## config.mk

```make
export PLATFORM = sky130hd
export DESIGN_NAME = reset_and_bootstrap_control
export DESIGN_NICKNAME = d
export VERILOG_FILES = /design/src/verilog/reset_boot_pkg.sv /design/src/verilog/reset_and_bootstrap_control.sv
export SDC_FILE = /design/constraint.sdc
export NUM_CORES = 1
export LEC_CHECK = 0
export BUFFER_PORTS_ARGS = -buffer_cell sky130_fd_sc_hd__buf_2
export CORE_MARGIN = 8
export CORE_UTILIZATION = 57
export DETAILED_ROUTE_END_ITERATION = 10
export GPL_ROUTABILITY_DRIVEN = 0
export MAX_ROUTING_LAYER = met4
export PLACE_DENSITY = 0.86
export SYNTH_ARGS = -nofsm -noshare
export SYNTH_HDL_FRONTEND = slang
export SYNTH_SLANG_ARGS = --single-unit
```

## constraint.sdc

```tcl
create_clock -name SYS_CLK -period 3 [get_ports SYS_CLK]
set_input_delay 0.3 -clock SYS_CLK [delete_from_list [all_inputs] [get_ports SYS_CLK]]
set_output_delay 0.3 -clock SYS_CLK [all_outputs]
set_load 0.1 [all_outputs]
```

## src/verilog/reset_boot_pkg.sv

```systemverilog
// reset_boot_pkg: constants for the reset and bootstrap control block
// assumes: one 25 MHz system clock, 32-bit classic wishbone register bus
`default_nettype none
package reset_boot_pkg;

  // -------------------------------------------------------------------------
  // clock and timing
  // -------------------------------------------------------------------------
  localparam int CLK_PERIOD_NS   = 40;
  localparam int SAMPLE_DELAY_NS = 160;
  localparam int SAMPLE_CYC      =
    (SAMPLE_DELAY_NS + CLK_PERIOD_NS - 1) / CLK_PERIOD_NS;
  localparam int SMP_W           = 4;
  localparam int HOLD_W          = 15;
  localparam int HOLD_NORMAL     = 16348;
  localparam int HOLD_FAST       = 256;
  localparam int MEM_CLK_MHZ     = 66;

  // -------------------------------------------------------------------------
  // test mode codes
  // -------------------------------------------------------------------------
  localparam logic [1:0] MODE_PLL    = 2'h0;
  localparam logic [1:0] MODE_SCAN   = 2'h1;
  localparam logic [1:0] MODE_BOARD  = 2'h2;
  localparam logic [1:0] MODE_NORMAL = 2'h3;

  // -------------------------------------------------------------------------
  // bootstrap field positions
  // -------------------------------------------------------------------------
  localparam int BOOT_W        = 16;
  localparam int BT_DLY_LO     = 8;
  localparam int BT_DLY_W      = 3;
  localparam int BT_BOARD_SEL  = 10;
  localparam int BT_PCI_BYP_N  = 7;
  localparam int BT_SYS_BYP_N  = 6;
  localparam int BT_INT_POL    = 5;
  localparam int BT_MCLK_EN_N  = 4;
  localparam int BT_FREEZE_N   = 3;
  localparam int BT_FAST_N     = 2;
  localparam logic [15:0] BOOT_RESET = 16'hFFFF;

  // -------------------------------------------------------------------------
  // register map (byte addresses)
  // -------------------------------------------------------------------------
  localparam logic [3:0] ADR_STATUS  = 4'h0;
  localparam logic [3:0] ADR_CONTROL = 4'h4;
  localparam logic [3:0] ADR_TESTDAT = 4'h8;
  localparam int ST_MODE_LO   = 16;
  localparam int ST_SAMPLED   = 18;
  localparam int ST_CORE_SYS  = 19;
  localparam int ST_CORE_PCI  = 20;
  localparam int CT_MUX_SRC   = 0;
  localparam logic [15:0] TESTDAT_RESET = 16'h0000;

  // -------------------------------------------------------------------------
  // system-side sequence states
  // -------------------------------------------------------------------------
  typedef enum logic [2:0] {
    SEQ_SAMPLE = 3'b001,
    SEQ_HOLD   = 3'b010,
    SEQ_RUN    = 3'b100
  } seq_t;

endpackage

`default_nettype wire

```

## src/verilog/reset_and_bootstrap_control.sv

```systemverilog
// reset_and_bootstrap_control: core reset sequencing, test mode decode,
// bootstrap capture and the test multiplexer on the bootstrap lines
// assumes: all inputs synchronous to SYS_CLK, PCI_CLK is sampled as data,
// bootstrap pull-ups resolved on the board wire
//
// Functional notes
// - phy reset low while system reset low
// - core held 16348 clocks after system reset
// - core held 16348 pci clocks after pci reset
// - test mode pins decoded into four modes
// - normal mode samples bootstrap bus after reset
// - undriven bootstrap line reads as one
// - bits 10:8 set memory clock delay
// - bit 7 low bypasses pci pll
// - bit 6 low bypasses system pll
// - bit 5 sets management interrupt polarity
// - bit 4 low drives memory clock
// - bit 3 low enables freeze
// - bit 2 low shortens hold to 256
// - board test mode keeps core in reset
// - bit 10 picks board test variant
// - bootstrap lines carry test mux afterwards
// - memory clock output for test only
// - scan mode bypasses plls, resets follow pins
// - pll test mode holds core, opens plls
//
// Chosen here: the placing of the registers and the Wishbone interface to the registers.
`timescale 1ns/10ps
`default_nettype none

module reset_and_bootstrap_control #(
  parameter int HOLD_CYCLES = reset_boot_pkg::HOLD_NORMAL
) (
  // system clock and resets
  input  wire logic        SYS_CLK,
  input  wire logic        RESET_N,
  input  wire logic        PCI_CLK,
  input  wire logic        PCI_RST_N,
  // test mode and bootstrap lines
  input  wire logic [1:0]  T_MODE,
  input  wire logic [15:0] T_D_IN,
  output logic      [15:0] T_D_OUT,
  output logic             T_D_OE_N,
  // resets out
  output logic             PHY_RESET_N,
  output logic             CORE_SYS_RESET_N,
  output logic             CORE_PCI_RESET_N,
  // configuration out
  output logic      [2:0]  MEM_CLK_DELAY,
  output logic             PCI_PLL_BYPASS,
  output logic             SYS_PLL_BYPASS,
  output logic             FREEZE_EN,
  output logic             BOARD_TEST_VARIANT,
  output logic             PLL_TEST_ACCESS,
  // memory clock pin
  output logic             MEM_CLK_OUT,
  output logic             MEM_CLK_OE_N,
  // management interrupts
  input  wire logic        INT_A_REQ,
  input  wire logic        INT_B_REQ,
  output logic             MANAGEMENT_INTERRUPT_A,
  output logic             MANAGEMENT_INTERRUPT_B,
  // wishbone slave
  input  wire logic        WB_CYC_I,
  input  wire logic        WB_STB_I,
  input  wire logic        WB_WE_I,
  input  wire logic [3:0]  WB_ADR_I,
  input  wire logic [3:0]  WB_SEL_I,
  input  wire logic [31:0] WB_DAT_I,
  output logic      [31:0] WB_DAT_O,
  output logic             WB_ACK_O
);

  // -------------------------------------------------------------------------
  // functions
  // -------------------------------------------------------------------------
  function automatic logic [14:0] hold_limit(input logic fast_n);
    hold_limit = fast_n ? 15'(HOLD_CYCLES) : 15'(reset_boot_pkg::HOLD_FAST);
  endfunction

  function automatic logic mode_is(input logic [1:0] m, input logic [1:0] c);
    mode_is = (m == c);
  endfunction

  // -------------------------------------------------------------------------
  // declarations
  // -------------------------------------------------------------------------
  reset_boot_pkg::seq_t seq_r;
  logic [1:0]  mode_r;
  logic        mode_taken_r;
  logic [3:0]  smp_cnt_r;
  logic [15:0] boot_r;
  logic [14:0] sys_cnt_r;
  logic [14:0] pci_cnt_r;
  logic        pci_clk_q_r;
  logic        pci_edge;
  logic        sampled;
  logic        normal;
  logic        scan;
  logic        mux_src_r;
  logic [15:0] testdat_r;
  logic [31:0] status;
  logic        wb_req;
  logic        wb_wr;

  assign sampled  = (seq_r != reset_boot_pkg::SEQ_SAMPLE);
  assign normal   = mode_is(mode_r, reset_boot_pkg::MODE_NORMAL);
  assign scan     = mode_is(mode_r, reset_boot_pkg::MODE_SCAN);
  assign pci_edge = PCI_CLK & ~pci_clk_q_r;
  assign wb_req   = WB_CYC_I & WB_STB_I & ~WB_ACK_O;
  assign wb_wr    = WB_CYC_I & WB_STB_I & WB_WE_I & WB_ACK_O;

  // -------------------------------------------------------------------------
  // phy reset
  // -------------------------------------------------------------------------
  always_ff @(posedge SYS_CLK or negedge RESET_N) begin
    if (!RESET_N) begin
      PHY_RESET_N <= 1'b0;
    end else begin
      PHY_RESET_N <= 1'b1;
    end
  end

  // -------------------------------------------------------------------------
  // test mode capture at reset release
  // -------------------------------------------------------------------------
  always_ff @(posedge SYS_CLK or negedge RESET_N) begin
    if (!RESET_N) begin
      mode_r       <= reset_boot_pkg::MODE_NORMAL;
      mode_taken_r <= 1'b0;
    end else if (!mode_taken_r) begin
      mode_r       <= T_MODE;
      mode_taken_r <= 1'b1;
    end
  end

  // -------------------------------------------------------------------------
  // bootstrap sampling and system hold sequence
  // -------------------------------------------------------------------------
  always_ff @(posedge SYS_CLK or negedge RESET_N) begin
    if (!RESET_N) begin
      seq_r     <= reset_boot_pkg::SEQ_SAMPLE;
      smp_cnt_r <= 4'h0;
      boot_r    <= reset_boot_pkg::BOOT_RESET;
      sys_cnt_r <= 15'h0000;
    end else begin
      case (seq_r)
        reset_boot_pkg::SEQ_SAMPLE: begin
          if (smp_cnt_r == 4'(reset_boot_pkg::SAMPLE_CYC)) begin
            boot_r <= T_D_IN;
            seq_r  <= reset_boot_pkg::SEQ_HOLD;
          end else begin
            smp_cnt_r <= smp_cnt_r + 4'h1;
          end
        end
        reset_boot_pkg::SEQ_HOLD: begin
          if (sys_cnt_r == hold_limit(boot_r[reset_boot_pkg::BT_FAST_N])) begin
            seq_r <= reset_boot_pkg::SEQ_RUN;
          end else begin
            sys_cnt_r <= sys_cnt_r + 15'h0001;
          end
        end
        reset_boot_pkg::SEQ_RUN: begin
          seq_r <= reset_boot_pkg::SEQ_RUN;
        end
        default: begin
          seq_r <= reset_boot_pkg::SEQ_SAMPLE;
        end
      endcase
    end
  end

  // -------------------------------------------------------------------------
  // core system reset
  // -------------------------------------------------------------------------
  always_ff @(posedge SYS_CLK or negedge RESET_N) begin
    if (!RESET_N) begin
      CORE_SYS_RESET_N <= 1'b0;
    end else if (!mode_taken_r) begin
      CORE_SYS_RESET_N <= 1'b0;
    end else if (scan) begin
      CORE_SYS_RESET_N <= 1'b1;
    end else if (normal) begin
      CORE_SYS_RESET_N <= (seq_r == reset_boot_pkg::SEQ_RUN);
    end else begin
      CORE_SYS_RESET_N <= 1'b0;
    end
  end

  // -------------------------------------------------------------------------
  // pci hold counter and core pci reset
  // -------------------------------------------------------------------------
  always_ff @(posedge SYS_CLK or negedge PCI_RST_N) begin
    if (!PCI_RST_N) begin
      pci_clk_q_r      <= 1'b1;
      pci_cnt_r        <= 15'h0000;
      CORE_PCI_RESET_N <= 1'b0;
    end else begin
      pci_clk_q_r <= PCI_CLK;
      if (sampled && pci_edge &&
          pci_cnt_r != hold_limit(boot_r[reset_boot_pkg::BT_FAST_N])) begin
        pci_cnt_r <= pci_cnt_r + 15'h0001;
      end
      if (scan && mode_taken_r) begin
        CORE_PCI_RESET_N <= 1'b1;
      end else if (normal && sampled) begin
        CORE_PCI_RESET_N <=
          (pci_cnt_r == hold_limit(boot_r[reset_boot_pkg::BT_FAST_N]));
      end else begin
        CORE_PCI_RESET_N <= 1'b0;
      end
    end
  end

  // -------------------------------------------------------------------------
  // configuration outputs
  // -------------------------------------------------------------------------
  always_ff @(posedge SYS_CLK or negedge RESET_N) begin
    if (!RESET_N) begin
      MEM_CLK_DELAY      <= 3'h7;
      PCI_PLL_BYPASS     <= 1'b0;
      SYS_PLL_BYPASS     <= 1'b0;
      FREEZE_EN          <= 1'b0;
      BOARD_TEST_VARIANT <= 1'b0;
      PLL_TEST_ACCESS    <= 1'b0;
    end else begin
      MEM_CLK_DELAY <= boot_r[reset_boot_pkg::BT_DLY_LO +:
                              reset_boot_pkg::BT_DLY_W];
      PCI_PLL_BYPASS <= (mode_taken_r && scan) ||
        (sampled && normal && !boot_r[reset_boot_pkg::BT_PCI_BYP_N]);
      SYS_PLL_BYPASS <= (mode_taken_r && scan) ||
        (sampled && normal && !boot_r[reset_boot_pkg::BT_SYS_BYP_N]);
      FREEZE_EN <= sampled && normal &&
        !boot_r[reset_boot_pkg::BT_FREEZE_N];
      BOARD_TEST_VARIANT <= mode_is(mode_r, reset_boot_pkg::MODE_BOARD) &&
        boot_r[reset_boot_pkg::BT_BOARD_SEL];
      PLL_TEST_ACCESS <= mode_taken_r &&
        mode_is(mode_r, reset_boot_pkg::MODE_PLL);
    end
  end

  // -------------------------------------------------------------------------
  // memory clock pin
  // -------------------------------------------------------------------------
  always_ff @(posedge SYS_CLK or negedge RESET_N) begin
    if (!RESET_N) begin
      MEM_CLK_OUT  <= 1'b0;
      MEM_CLK_OE_N <= 1'b1;
    end else begin
      MEM_CLK_OUT  <= ~MEM_CLK_OUT;
      MEM_CLK_OE_N <= !(sampled && normal &&
        !boot_r[reset_boot_pkg::BT_MCLK_EN_N]);
    end
  end

  // -------------------------------------------------------------------------
  // management interrupt polarity
  // -------------------------------------------------------------------------
  always_ff @(posedge SYS_CLK or negedge RESET_N) begin
    if (!RESET_N) begin
      MANAGEMENT_INTERRUPT_A <= 1'b0;
      MANAGEMENT_INTERRUPT_B <= 1'b0;
    end else begin
      MANAGEMENT_INTERRUPT_A <=
        INT_A_REQ ~^ boot_r[reset_boot_pkg::BT_INT_POL];
      MANAGEMENT_INTERRUPT_B <=
        INT_B_REQ ~^ boot_r[reset_boot_pkg::BT_INT_POL];
    end
  end

  // -------------------------------------------------------------------------
  // test multiplexer on the bootstrap lines
  // -------------------------------------------------------------------------
  always_ff @(posedge SYS_CLK or negedge RESET_N) begin
    if (!RESET_N) begin
      T_D_OUT  <= 16'h0000;
      T_D_OE_N <= 1'b1;
    end else begin
      T_D_OE_N <= !sampled;
      T_D_OUT  <= mux_src_r ? testdat_r : status[15:0];
    end
  end

  // -------------------------------------------------------------------------
  // wishbone registers
  // -------------------------------------------------------------------------
  assign status = {11'h000, CORE_PCI_RESET_N, CORE_SYS_RESET_N, sampled,
                   mode_r, boot_r};

  always_ff @(posedge SYS_CLK or negedge RESET_N) begin
    if (!RESET_N) begin
      mux_src_r <= 1'b0;
      testdat_r <= reset_boot_pkg::TESTDAT_RESET;
    end else if (wb_wr) begin
      if (WB_ADR_I == reset_boot_pkg::ADR_CONTROL && WB_SEL_I[0]) begin
        mux_src_r <= WB_DAT_I[reset_boot_pkg::CT_MUX_SRC];
      end
      if (WB_ADR_I == reset_boot_pkg::ADR_TESTDAT) begin
        if (WB_SEL_I[0]) begin
          testdat_r[7:0] <= WB_DAT_I[7:0];
        end
        if (WB_SEL_I[1]) begin
          testdat_r[15:8] <= WB_DAT_I[15:8];
        end
      end
    end
  end

  always_ff @(posedge SYS_CLK or negedge RESET_N) begin
    if (!RESET_N) begin
      WB_ACK_O <= 1'b0;
      WB_DAT_O <= 32'h00000000;
    end else begin
      WB_ACK_O <= wb_req;
      case (WB_ADR_I)
        reset_boot_pkg::ADR_STATUS:  WB_DAT_O <= status;
        reset_boot_pkg::ADR_CONTROL: WB_DAT_O <= {31'h00000000, mux_src_r};
        reset_boot_pkg::ADR_TESTDAT: WB_DAT_O <= {16'h0000, testdat_r};
        default:                     WB_DAT_O <= 32'h00000000;
      endcase
    end
  end

  // -------------------------------------------------------------------------
  // assertions
  // -------------------------------------------------------------------------
  property p_phy_high;
    @(posedge SYS_CLK) disable iff (!RESET_N)
    $past(PHY_RESET_N) |-> PHY_RESET_N;
  endproperty
  a_phy_high: assert property (p_phy_high)
    else $error("phy reset dropped without system reset");

  property p_sys_hold;
    @(posedge SYS_CLK) disable iff (!RESET_N)
    (normal && CORE_SYS_RESET_N) |->
      sys_cnt_r == hold_limit(boot_r[reset_boot_pkg::BT_FAST_N]);
  endproperty
  a_sys_hold: assert property (p_sys_hold)
    else $error("core system reset released before hold count");

  property p_pci_hold;
    @(posedge SYS_CLK) disable iff (!PCI_RST_N || !RESET_N)
    (normal && CORE_PCI_RESET_N) |->
      $past(pci_cnt_r) == hold_limit(boot_r[reset_boot_pkg::BT_FAST_N]);
  endproperty
  a_pci_hold: assert property (p_pci_hold)
    else $error("core pci reset released before hold count");

  property p_fast_limit;
    @(posedge SYS_CLK) disable iff (!RESET_N)
    (normal && CORE_SYS_RESET_N && !boot_r[reset_boot_pkg::BT_FAST_N]) |->
      sys_cnt_r == 15'(reset_boot_pkg::HOLD_FAST);
  endproperty
  a_fast_limit: assert property (p_fast_limit)
    else $error("speed-up hold length wrong");

  property p_board_hold;
    @(posedge SYS_CLK) disable iff (!RESET_N || !PCI_RST_N)
    (mode_taken_r && !normal && !scan) |=> !CORE_SYS_RESET_N
      && !CORE_PCI_RESET_N;
  endproperty
  a_board_hold: assert property (p_board_hold)
    else $error("core left reset in board or pll test mode");

  property p_pll_access;
    @(posedge SYS_CLK) disable iff (!RESET_N)
    (mode_taken_r && mode_is(mode_r, reset_boot_pkg::MODE_PLL))
      |=> PLL_TEST_ACCESS;
  endproperty
  a_pll_access: assert property (p_pll_access)
    else $error("pll test access not given");

  property p_scan;
    @(posedge SYS_CLK) disable iff (!RESET_N)
    (mode_taken_r && scan) |=> SYS_PLL_BYPASS && PCI_PLL_BYPASS
      && CORE_SYS_RESET_N;
  endproperty
  a_scan: assert property (p_scan)
    else $error("scan mode not applied");

  property p_boot_stable;
    @(posedge SYS_CLK) disable iff (!RESET_N)
    (sampled && $past(sampled)) |-> $stable(boot_r);
  endproperty
  a_boot_stable: assert property (p_boot_stable)
    else $error("bootstrap latch changed after sampling");

  property p_mux_drive;
    @(posedge SYS_CLK) disable iff (!RESET_N)
    sampled |=> !T_D_OE_N;
  endproperty
  a_mux_drive: assert property (p_mux_drive)
    else $error("test mux not driven after sampling");

  property p_pci_bypass;
    @(posedge SYS_CLK) disable iff (!RESET_N)
    (sampled && normal && !boot_r[reset_boot_pkg::BT_PCI_BYP_N])
      |=> PCI_PLL_BYPASS;
  endproperty
  a_pci_bypass: assert property (p_pci_bypass)
    else $error("pci pll bypass not set");

endmodule

`default_nettype wire

```

======== Word-level counts from Yosys, hierarchy flattened ========
Index checks and enable logic that the tools add are counted.
operators by class
  equal/unequal tests ..................... 15
  mux-type cells .......................... 11
  bitwise gates (word level) .............. 12
  add/sub/neg operators ................... 3
  reductions and logical operators ........ 28
  $lt $le $gt $ge ......................... 0
  shift operators ......................... 0
  $mul .................................... 0
  div/mod/pow operators ................... 0
operators with widths
  kind                                                  number
  case mux 21 bit (3 select lines)                      1
  adder 15 x 1 -> 15 bit (second input constant)        2
  two-way mux 16 bit                                    1
  equality test 15 x 14 -> 1 bit                        1
  equality test 15 bit                                  1
  != test 15 bit                                        1
  two-way mux 14 bit                                    1
  logical AND 1 bit                                     11
  AND reduction 2 bit                                   5
  case mux 3 bit (3 select lines)                       1
  equality test 4 x 3 -> 1 bit (second input constant)  2
  zero test 1 bit                                       6
  two-way mux 3 bit                                     2
  AND reduction 3 bit                                   2
  bitwise AND 1 bit                                     5
  two-way mux 1 bit                                     5
  NOT 1 bit                                             5
  adder 4 x 1 -> 4 bit (second input constant)          1
  equality test 2 bit (second input constant)           2
  equality test 4 bit (second input constant)           1
  zero test 4 bit                                       1
  != test 2 bit (second input constant)                 2
  equality test 3 x 1 -> 1 bit (second input constant)  1
  equality test 3 x 2 -> 1 bit (second input constant)  1
  6 further kinds                                       8
word-level totals
  bits in latches ......................... 0
  memories kept ........................... 0
  logic and storage cells ................. 96
  register bits after elaboration ......... 138
  bits in writable memories ............... 0
  output and inout port bits .............. 65
  bits of input ports ..................... 67
  memory bits (read-only) ................. 0

======== Logic depth before layout (Yosys ltp) ========
Gate-level depths: netlist (run 1).
  depth after elaboration ................. 4
  gate-level depth with buffers ........... 7
  gate-level depth less buffers ........... 7

======== Worst setup path after synthesis (run 1) ========
Ideal clock, no wire load.
  path kind ............................... reg-to-reg
  start point ............................. register seq_r[0]
  end point ............................... register boot_r[10]
  setup slack ............................. 0.960 ns
  library setup time ...................... 0.082 ns
  arrival time ............................ 1.958 ns
  cell stages (with the launch flop) ...... 6
  buffers on the path ..................... 2
  required time ........................... 2.918 ns
  clock period less this slack ............ 2.040 ns
  cells stage by stage .................... dfstp_2 or3b_2 buf_2 nor2_2 buf_4 mux2_2
on the way
  word-level cells in the longest chain between the ends .. 2
ends and longest elaborated chain
  item                           RTL line                            text
  start, declared                reset_and_bootstrap_control.sv:88   reset_boot_pkg::seq_t seq_r;
  start signal, assigned         reset_and_bootstrap_control.sv:142  seq_r <= reset_boot_pkg::SEQ_SAMPLE;
  start signal, assigned         reset_and_bootstrap_control.sv:151  seq_r <= reset_boot_pkg::SEQ_HOLD;
  start signal, assigned         reset_and_bootstrap_control.sv:158  seq_r <= reset_boot_pkg::SEQ_RUN;
  equality test 3 x 1 -> 1 bit   reset_and_bootstrap_control.sv:147  case (seq_r)
  AND reduction 2 bit (no line)  --
  end signal, assigned           reset_and_bootstrap_control.sv:144  boot_r <= reset_boot_pkg::BOOT_RESET;
  end, declared                  reset_and_bootstrap_control.sv:92   logic [15:0] boot_r;
Every way passes these cells.
A chain may end at the register's enable or synchronous reset.

======== Worst setup path after layout (run 1) ========
  start point ............................. register sys_cnt_r[0]
  end point ............................... register sys_cnt_r[10]
on the way
  word-level cells in the longest chain between the ends .. 3
  elaborated cells on any way between the ends .. 4
  those cells by class .................... add/sub: 1; eq/ne: 1; bitwise: 1; reduce/logical: 1
ends and longest elaborated chain
  item                                                            RTL line                            text
  start, declared                                                 reset_and_bootstrap_control.sv:93   logic [14:0] sys_cnt_r;
  start signal, assigned                                          reset_and_bootstrap_control.sv:160  sys_cnt_r <= sys_cnt_r + 15'h0001;
  branches (longest 3 deep; another with adder 15 x 1 -> 15 bit)  --
Parallel ways; which one is timed is not known.

==> summary.txt, run 1 <==
Global route
  – GRT Util Overall: 20.4%
  – First-pass GRT wire length: 19500 µm
  – Gr ovfl total: 0
  – Largest net degree at the start of global routing: slightly below 70
  – Initial antenna violation count: 0
  – Number of global-route vias before repair: between 3000 and 4000

Job
  – Maxcap violations: 0

Layout
  – Fillers: 565
  – Area Growth Syn to Fin: 25.7%
  – Antenna diode count: 0
  – Multi-input logic area: 1890 µm²
  – Register area: 3210 µm²
  – Post-layout net count: 593
  – Cell area after layout: 6560 µm²
  – Layout cells sized above 1: 42.2%

Timing
  – Final Hold Fails: 0
  – Hold_ws: 0.0197 ns
  – Final setup viols: 0
  – Fmax: around 440 MHz
  – Setup TNS Final: 0 ns
  – Final Critical Period: 2.26 ns
  – RSZ-0062 raised after global routing: no
  – Worst Skew: 0.0135 ns
  – Period utilisation layout: 75.4%
  – Max-slew headroom: a little under half
  – Worst setup margin: 0.737 ns
  – Worst Tran Pin Value: 0.810 ns
  – Max Slew Vio Count: 0

Synthesis
  – Cell Area, Synth: 5220 µm²
  – YS warnings: 0
  – Sequential area share after synthesis: between 60 and 70%
  – FF+latch count, synth: between 100 and 150
  – Netlist cell types: 52
  – Synth area leader: dfrtp_1
  – Synth top cells by count: 102 x dfrtp_1, 53 x mux2_2, 25 x dfstp_2, 21 x nor2_1, 19 x xnor2_1
  – Post-synth EDFFs: 0
  – Synth Instances: 396
  – Most numerous cell in the Yosys netlist: dfrtp_1
  – Async S/R FF share, synth: 100%
  – Avg Cell Area, Syn: 13.2 µm²
  – Ranking of synthesized cells by area: dfrtp_1 49%, dfstp_2 13%, mux2_2 11%, xnor2_1 3.2%, a22o_1 2.5%
  – Share of Yosys cell area claimed by the top area cell type: 48.9%
  – Top FF cell, synth: dfrtp_1

Worst setup path
  – R2r worst-path depth: 7
  – Critical Path End: sys_cnt_r[10]
  – Startpoint types: flop
  – Crit. End Element: flop
  – FF-to-FF setup slack: roughly 0.74 ns
  – Data required time at the worst endpoint: 3.39 ns
  – Reg2reg end: sys_cnt_r[10]
  – Setup CP Type: flop to flop
  – Worst-path fanout max: 6
  – R2r startpoint: sys_cnt_r[0]
  – Critical Path Start: sys_cnt_r[0]
  – Worst Path Arrival: around 2.7 ns

Power and ir drop
  – Power per cell area: 714 nW/µm²
  – Maximum VDD drop: 0.441 mV
  – Static leakage: around 3.2 nW

Route
  – Antenna viol nets, final: 0
  – Max layer used: met4
  – Initial DRT Pass Iterations: 4
  – DR WL met2: 6510 µm
  – WL/cell: 18.6 µm
  – Routed via count: between 3000 and 4000
  – WL final: approximately 12000 µm
  – Initial DRC count: 203
  – DRC: 0
  – Vias per cell: 5.57
  – Met1 Wirelength: 4540 µm
  – Routed wl met3: 712 µm

Clock tree
  – Clk buf depth: 2
  – CTS Sinks: 127
  – Setup Buffers After CTS: 0
  – Htree depth: 4
  – Clock slew at reported path FFs: 0.06 ns
  – CTS buffer count: 17
  – CTS tree: built
  – Root buffer cell: clkbuf_8
  – Clock latency on the worst-skew pair: ~0.52 ns

Floorplanning
  – # rows: 35
  – Core box area: 9060 µm²
  – Die height: 112 µm
  – Die area: 12500 µm²
  – Initial Util: 57.6%
  – Num ports: 132
  – Die width: 112 µm

Place
  – HPWL after detailed placement: 7820 µm
  – DP Area: 5830 µm²
  – DP Worst Slack: 0.874 ns
  – IO buf count: 102

Hold path
  – Hold Path Class: primary input to flop

Run status
  – Outcome: complete, no violations
==> routing by layer <==
| metal | vias up | track usage, % |
|---|---|---|
| met5 | - | - |
| met4 | 0 | 8.84 |
| met3 | 26 | 6.01 |
| met2 | 131 | 35.9 |
| met1 | 1808 | 20.8 |
| li1 | 1620 | - |
==> sequential cells by signal, indices dropped and copies added, names as in the netlist, 2 cells and up <==
name,flops
pci_cnt_r,15
testdat_r,16
sys_cnt_r,15
boot_r,16
T_D_OUT,16
WB_DAT_O,21
MEM_CLK_DELAY,3
seq_r,3
smp_cnt_r,4
mode_r,2
==> layout make-up <==
| cell class | instances | share of cell area (%) |
|---|---|---|
| sequential | 127 | 48.9 |
| multi-input combinational | 248 | 28.8 |
| timing repair buffer | 116 | 9.77 |
| clock buffer | 19 | 6.58 |
| clock inverter | 13 | 3.21 |
| tap | 111 | 2.12 |
| inverter | 10 | 0.572 |
==> critical path, cell delays in order (launching register included) <==
cell      delay [ns]
dfrtp_1         0.40
inv_1           0.10
ha_1            0.18
nor4bb_1        0.34
o221ai_1        0.29
o21bai_1        0.51
nor2_1          0.15
xor2_1          0.17
==> layout by cell type (no fill, tap or decap), drive strengths merged, types with 5 or more instances in the layout <==
cell | Yosys | layout
buf | 16 | 107
ha | 6 | 6
bufinv | 0 | 5
nand2 | 17 | 17
conb | 2 | 12
nor2 | 22 | 22
dfrtp | 102 | 102
inv | 10 | 12
a22o | 15 | 15
dlygate4sd3 | 0 | 9
clkbuf | 5 | 19
dfstp | 25 | 25
mux2 | 54 | 54
xor2 | 10 | 10
nor4 | 6 | 6
xnor2 | 19 | 19
and2 | 7 | 7
nand3 | 17 | 17
nand4 | 10 | 10
nor3 | 7 | 7
==> report_power, final <==
part	internal [W]	switching, W	total, W
Combinational	0.000144	0.000431	0.000575
Sequential	0.00181	0.0000827	0.00190
Clock	0.00146	0.000753	0.00221
==> kinds of logic after synthesis <==
group / count (synthesis) / share of synthesized area, %
other cells: 2 / 0.144
buf+inv: 31 / 3.29
fa+ha+maj: 6 / 1.44
simple gates: 113 / 11.9
compound gates: 33 / 4.94
mux: 55 / 11.9
flops: 127 / 61.5
xor+xnor: 29 / 4.87
==> metrics by stage <==
step                      cells  utilization, %  total power, W
after floorplan             406               -         0.00234
after global placement      603            64.3         0.00247
after detailed placement    603            64.3         0.00249
after CTS                   644            72.3         0.00471
after global routing        644            72.3         0.00482
final                       644            72.3         0.00468
==> worst min path at each step <==
stage / from / end / slack [ns] / cells past startpoint
after floorplan: RESET_N / BOARD_TEST_VARIANT / 0.004 / 0
after global placement: PCI_RST_N / pci_cnt_r[14] / 0.23 / 1
after detailed placement: PCI_RST_N / pci_cnt_r[12] / 0.24 / 1
after CTS: T_D_IN[3] / boot_r[3] / 0.001 / 2
after global routing: WB_DAT_I[5] / testdat_r[5] / 0.004 / 2
final: T_MODE[0] / mode_r[0] / 0.02 / 2
==> timing repair <==
action | in CTS | in global routing
hold buffers | 9 | 0
hold endpoints to repair | 71 | 0
gates resized for setup | 0 | 0
No activity file was read; power rests on OpenSTA's default activity.
==> run 2, diff against run 1 <==
--- a/config.mk
+++ b/config.mk
@@ -7,11 +7,11 @@
 export LEC_CHECK = 0
 export BUFFER_PORTS_ARGS = -buffer_cell sky130_fd_sc_hd__buf_2
 export CORE_MARGIN = 8
-export CORE_UTILIZATION = 57
+export CORE_UTILIZATION = 53
 export DETAILED_ROUTE_END_ITERATION = 10
 export GPL_ROUTABILITY_DRIVEN = 0
 export MAX_ROUTING_LAYER = met4
-export PLACE_DENSITY = 0.86
+export PLACE_DENSITY = 0.81
 export SYNTH_ARGS = -nofsm -noshare
 export SYNTH_HDL_FRONTEND = slang
 export SYNTH_SLANG_ARGS = --single-unit
==> constraint.sdc (replaced) <==
create_clock -name SYS_CLK -period 2.3 [get_ports SYS_CLK]
set_input_delay 0.23 -clock SYS_CLK [delete_from_list [all_inputs] [get_ports SYS_CLK]]
set_output_delay 0.23 -clock SYS_CLK [all_outputs]
set_load 0.1 [all_outputs]
==> run 2 against run 1 <==
Register-to-register slack worse by 0.54 ns. Hold slack better by 0.087 ns. Global-route usage is 2.3 points higher. Utilization is 1.3 points lower. Combinational power is 43% higher. Routed wire length is 16% higher. Flip-flop and latch count stayed put. Via count is 6.9% higher. Sequential power is 31% higher. Cell area is 4.9% higher. Non-clock buffer count is 37 higher. Largest cell class unchanged.
==> summary.txt, run 2 (synthesis results as in run 1) <==
Timing
  – Setup TNS Final: 0 ns (unchanged)
  – Max-slew headroom: 63.7% (+18 points)
  – Worst Tran Pin Value: 0.539 ns (-0.270 ns)
  – Final Hold Fails: 0 (unchanged)
  – Final setup viols: 0 (unchanged)
  – Max Slew Vio Count: 0 (unchanged)
  – Final Critical Period: 2.10 ns (-0.160 ns)
  – RSZ-0062 raised after global routing: no
  – Fmax: 475 MHz (+7.6%)
  – Worst Skew: 0.0105 ns (-0.00297 ns)
  – Hold_ws: 0.106 ns (+0.0867 ns)
  – Period utilisation layout: 91.5% (+16 points)

Floorplanning
  – Initial Util: 53.9% (-3.7 points)
  – Num ports: 132 (unchanged)
  – Core box area: 9680 µm² (+6.8%)
  – Die height: 115 µm (+3.2%)
  – Die area: 13300 µm² (+6.4%)
  – Die width: 115 µm (+3.2%)
  – # rows: 36 (+2.9%)

Layout
  – Max reg flops: 21 (unchanged)
  – Antenna diode count: 0 (unchanged)
  – Post-layout net count: 630 (+6.2%)
  – Layout cells sized above 1: 39.5% (-2.7 points)
  – Area Growth Syn to Fin: 31.8%
  – Most frequent cells in the layout: 102 x dfrtp_1, 101 x buf_2, 53 x mux2_2, 43 x dlygate4sd3_1, 25 x dfstp_2
  – Reg with most FFs: WB_DAT_O
  – Most common cell after layout, fill and taps aside: dfrtp_1
  – Cell area after layout: 6880 µm² (+4.9%)

Global route
  – First-pass GRT wire length: 22400 µm (+15%)
  – Gr ovfl total: 0 (unchanged)
  – Initial antenna violation count: 0 (unchanged)
  – Largest net degree at the start of global routing: 46 (-32%)
  – GRT Util Overall: 22.8% (+2.3 points)
  – Number of global-route vias before repair: 4188 (+8.9%)

Worst setup path
  – Worst-path fanout max: 5 (-1)
  – Setup CP Type: flop to flop
  – Worst Path Arrival: 2.51 ns (-0.14 ns)
  – Crit. End Element: flop
  – Startpoint types: flop
  – Data required time at the worst endpoint: 2.70 ns (-0.69 ns)

Power and ir drop
  – Static leakage: 3.36 nW (+4.0%)
  – Power per cell area: 840 nW/µm² (+18%)
  – Maximum VDD drop: 0.529 mV (+20%)

Clock tree
  – CTS buffer count: 17 (unchanged)
  – Root buffer cell: clkbuf_8
  – Clock slew at reported path FFs: 0.06 ns (about the same)
  – Htree depth: 4 (unchanged)
  – CTS Sinks: 127 (unchanged)
  – Clock latency on the worst-skew pair: 0.53 ns (about the same)
  – Setup Buffers After CTS: 0 (unchanged)
  – CTS tree: built
  – Clk buf depth: 2 (unchanged)

Route
  – WL final: 14000 µm (+16%)
  – Vias per cell: 5.45 (-2.1%)
  – Initial DRC count: 318 (+57%)
  – Initial DRT Pass Iterations: 5 (+1)
  – DRC: 0 (unchanged)
  – Antenna viol nets, final: 0 (unchanged)
  – WL/cell: 19.9 µm (+6.6%)
  – Routed via count: 3831 (+6.9%)

Run status
  – Outcome: complete, no violations

Hold path
  – Hold Path Class: primary input to flop

Place
  – HPWL after detailed placement: 7950 µm (+1.7%)
  – IO buf count: 102 (unchanged)
  – DP Area: 5900 µm² (+1.3%)

Job
  – Maxcap violations: 0 (unchanged)
==> run 2: per-layer routing <==
layer / wire length [µm] / GRT usage (%)
met1: 5370 / 25.2
met3: 1230 / 6.78
met2: 6980 / 37.4
met4: 382 / 10.2
met5: 0 / -
==> run 2: repair_timing <==
item | CTS | global route
resized for setup | 0 | 0
hold buffers | 43 | 0
hold endpoints to repair | 84 | 0
==> run 2: path summary, 6_finish.rpt <==
kind | endpoint | slack (ns) | startpoint | cells past startpoint
worst max register to register | sys_cnt_r[1] | 0.20 | sys_cnt_r[0] | 7
min in group asynchronous | pci_cnt_r[12] | 0.16 | PCI_RST_N | 2
worst max-delay path | sys_cnt_r[1] | 0.20 | sys_cnt_r[0] | 7
worst min register to register | MEM_CLK_DELAY[0] | 0.39 | boot_r[8] | 0
max in group asynchronous | boot_r[5] | 1.31 | RESET_N | 3
worst min-delay path | mux_src_r | 0.11 | WB_SEL_I[0] | 3
==> run 2: power breakdown <==
part | total [W] | switching, W | internal (W)
logic | 0.000822 | 0.000591 | 0.000231
registers | 0.00248 | 0.000111 | 0.00237
clock network | 0.00248 | 0.000942 | 0.00154
total | 0.00578 | 0.00164 | 0.00413
==> run 2: critical path: stages, from the launching register on <==
cell      delay (ns)
dfrtp_1         0.39
inv_1           0.10
ha_1            0.16
nor4bb_1        0.32
o221ai_1        0.23
or2_4           0.32
and2_4          0.18
mux2_4          0.29
==> run 2: cell type report <==
class / count / area, µm²
multi-input combinational: 248 / 1890
sequential: 127 / 3210
tap: 133 / 166
clock inverter: 7 / 62.6
inverter: 10 / 37.5
timing repair buffer: 153 / 1030
fill: 549 / 2810
clock buffer: 25 / 484
==> run 2: through the flow <==
stage / utilization [%] / setup WS, ns / instances / power (W)
2_1_floorplan: - / 0.260 / 406 / 0.00305
3_3_place_gp: 60.9 / 0.239 / 628 / 0.00323
3_5_place_dp: 60.9 / 0.197 / 628 / 0.00326
4_1_cts: 71.0 / 0.191 / 703 / 0.00575
5_1_grt: 71.0 / 0.0841 / 703 / 0.00597
6_report: 71.0 / 0.197 / 703 / 0.00578
==> run 3, diff against run 2 <==
==> constraint.sdc (replaced) <==
create_clock -name SYS_CLK -period 2.3 [get_ports SYS_CLK]
set_input_delay 0.575 -clock SYS_CLK [delete_from_list [all_inputs] [get_ports SYS_CLK]]
set_output_delay 0.575 -clock SYS_CLK [all_outputs]
set_load 0.1 [all_outputs]
==> run 3 against run 2 <==
Global-route usage shrank 2.9 points. Flip-flop and latch count is the same. Sequential power is essentially flat. Setup slack lost 0.036 ns. Hold slack gained 0.058 ns. Fmax shrank 1.7%. Utilization shrank 4.4 points. Critical path type unchanged. Critical endpoint unchanged.
==> summary.txt, run 3 (synthesis results as in run 1) <==
Global route
  – Number of global-route vias before repair: 3859 (-7.9%)
  – First-pass GRT wire length: 19700 µm (-12%)
  – Initial antenna violation count: 0 (unchanged)
  – Largest net degree at the start of global routing: 90 (+96%)
  – GRT Util Overall: 19.9% (-2.9 points)
  – Gr ovfl total: 0 (unchanged)

Floorplanning
  – # rows: 36 (unchanged)
  – Die width: 115 µm (unchanged)
  – Initial Util: 53.9% (unchanged)
  – Core box area: 9680 µm² (unchanged)
  – Num ports: 132 (unchanged)
  – Die height: 115 µm (unchanged)
  – Die area: 13300 µm² (unchanged)

Timing
  – Worst Tran Pin Value: 0.494 ns (-0.0448 ns)
  – Final Hold Fails: 0 (unchanged)
  – Fmax: 467 MHz (-1.7%)
  – Max Slew Vio Count: 0 (unchanged)
  – Worst Skew: 0.00976 ns (-0.000718 ns)
  – Final setup viols: 0 (unchanged)
  – Max-slew headroom: 66.7% (+3.0 points)
  – Period utilisation layout: 93.0% (+1.6 points)
  – Setup TNS Final: 0 ns (unchanged)
  – Final Critical Period: 2.14 ns (+0.0360 ns)
  – RSZ-0062 raised after global routing: no

Worst setup path
  – Crit. End Element: flop
  – Setup CP Type: flop to flop
  – Worst Path Arrival: 2.54 ns (+0.03 ns)
  – Worst-path fanout max: 5 (unchanged)
  – Data required time at the worst endpoint: 2.70 ns (about the same)
  – Startpoint types: flop

Layout
  – Antenna diode count: 0 (unchanged)
  – Reg with most FFs: WB_DAT_O
  – Layout cells sized above 1: 43.3% (+3.8 points)
  – Max reg flops: 21 (unchanged)
  – Cell area after layout: 6450 µm² (-6.2%)
  – Post-layout net count: 589 (-6.5%)
  – Area Growth Syn to Fin: 23.7%
  – Final Non-Filler Cells: 662 (-5.8%)
  – Layout Utilization: 66.6% (-4.4 points)
  – Fillers: 660 (+20%)
  – Most frequent cells in the layout: 102 x dfrtp_1, 101 x buf_2, 53 x mux2_2, 25 x dfstp_2, 21 x nor2_1
  – Most common cell after layout, fill and taps aside: dfrtp_1

Route
  – WL final: 12100 µm (-13%)
  – Initial DRC count: 267 (-16%)
  – WL/cell: 18.3 µm (-7.7%)
  – Initial DRT Pass Iterations: 4 (-1)
  – DRC: 0 (unchanged)
  – Routed via count: 3540 (-7.6%)
  – Vias per cell: 5.35 (-1.9%)
  – Antenna viol nets, final: 0 (unchanged)

Clock tree
  – CTS Sinks: 127 (unchanged)
  – Clk buf depth: 2 (unchanged)
  – Htree depth: 4 (unchanged)
  – Clock slew at reported path FFs: 0.06 ns (about the same)
  – CTS buffer count: 17 (unchanged)
  – Root buffer cell: clkbuf_8
  – Clock latency on the worst-skew pair: 0.52 ns (about the same)
  – CTS tree: built

Job
  – Maxcap violations: 0 (unchanged)

Place
  – DP Area: 5900 µm² (unchanged)
  – HPWL after detailed placement: 8030 µm (+0.98%)
  – IO buf count: 102 (unchanged)
  – Placed Cells: 628 (unchanged)

Hold path
  – Hold Path Class: primary input to flop

Power and ir drop
  – Power per cell area: 862 nW/µm² (+2.6%)
  – Maximum VDD drop: 0.415 mV (-22%)
  – Static leakage: 3.16 nW (-5.9%)
  – Total power draw: 0.00556 W (-3.8%)

Run status
  – Outcome: complete, no violations
-- run 3: worst paths after layout --
kind	to	cells past startpoint	startpoint	slack (ns)
setup / recovery	sys_cnt_r[1]	7	sys_cnt_r[0]	0.16
hold / removal	pci_clk_q_r	1	PCI_CLK	0.16
setup reg to reg	sys_cnt_r[1]	7	sys_cnt_r[0]	0.16
hold reg to reg	MEM_CLK_DELAY[0]	0	boot_r[8]	0.38
max in group asynchronous	seq_r[0]	3	RESET_N	1.06
min in group asynchronous	testdat_r[8]	2	RESET_N	0.48
-- run 3: through the flow --
| step | setup WS [ns] | hold WS, ns |
|---|---|---|
| after floorplan | 0.260 | 0.279 |
| after global placement | 0.252 | 0.369 |
| after detailed placement | 0.233 | 0.374 |
| after CTS | 0.171 | 0.142 |
| after global routing | 0.0456 | 0.154 |
| final | 0.161 | 0.164 |
-- run 3: final cells by class --
| cell class | count | area (µm²) | area share [%] |
|---|---|---|---|
| clock buffer | 18 | 418 | 6.48 |
| clock inverter | 14 | 111 | 1.73 |
| inverter | 10 | 37.5 | 0.582 |
| multi-input combinational | 248 | 1890 | 29.3 |
| sequential | 127 | 3210 | 49.7 |
| tap | 133 | 166 | 2.58 |
| timing repair buffer | 112 | 618 | 9.58 |
-- run 3: repair_timing --
action                                 in CTS  in global routing
setup endpoints to repair                   0                  3
hold buffers                                2                  0
buffers inserted                            0                  0
gates resized for setup                     0                  1
endpoints found under the hold margin      30                  0
-- run 3: critical path: stages, from the launching register on --
cell and delay (ns):
dfrtp_1 0.39, inv_1 0.10, ha_1 0.16, nor4bb_1 0.32, o221ai_1 0.26, or2_4 0.33
and2_4 0.18, mux2_4 0.29
-- run 3: power by group --
group	switching, W	total [W]	internal [W]
combinational	0.000562	0.000744	0.000183
sequential	0.000113	0.00248	0.00236
clock	0.00101	0.00234	0.00133
-- run 3: layer usage --
layer / global-route usage, % / wire length, µm / vias to the layer above / share of wire [%]
met1: 21.9 / 4850 / 1755 / 40
li1: - / - / 1608 / -
met2: 33.0 / 6110 / 157 / 50
met3: 5.83 / 964 / 20 / 7.9
met4: 8.93 / 209 / 0 / 1.7
met5: - / 0 / - / 0
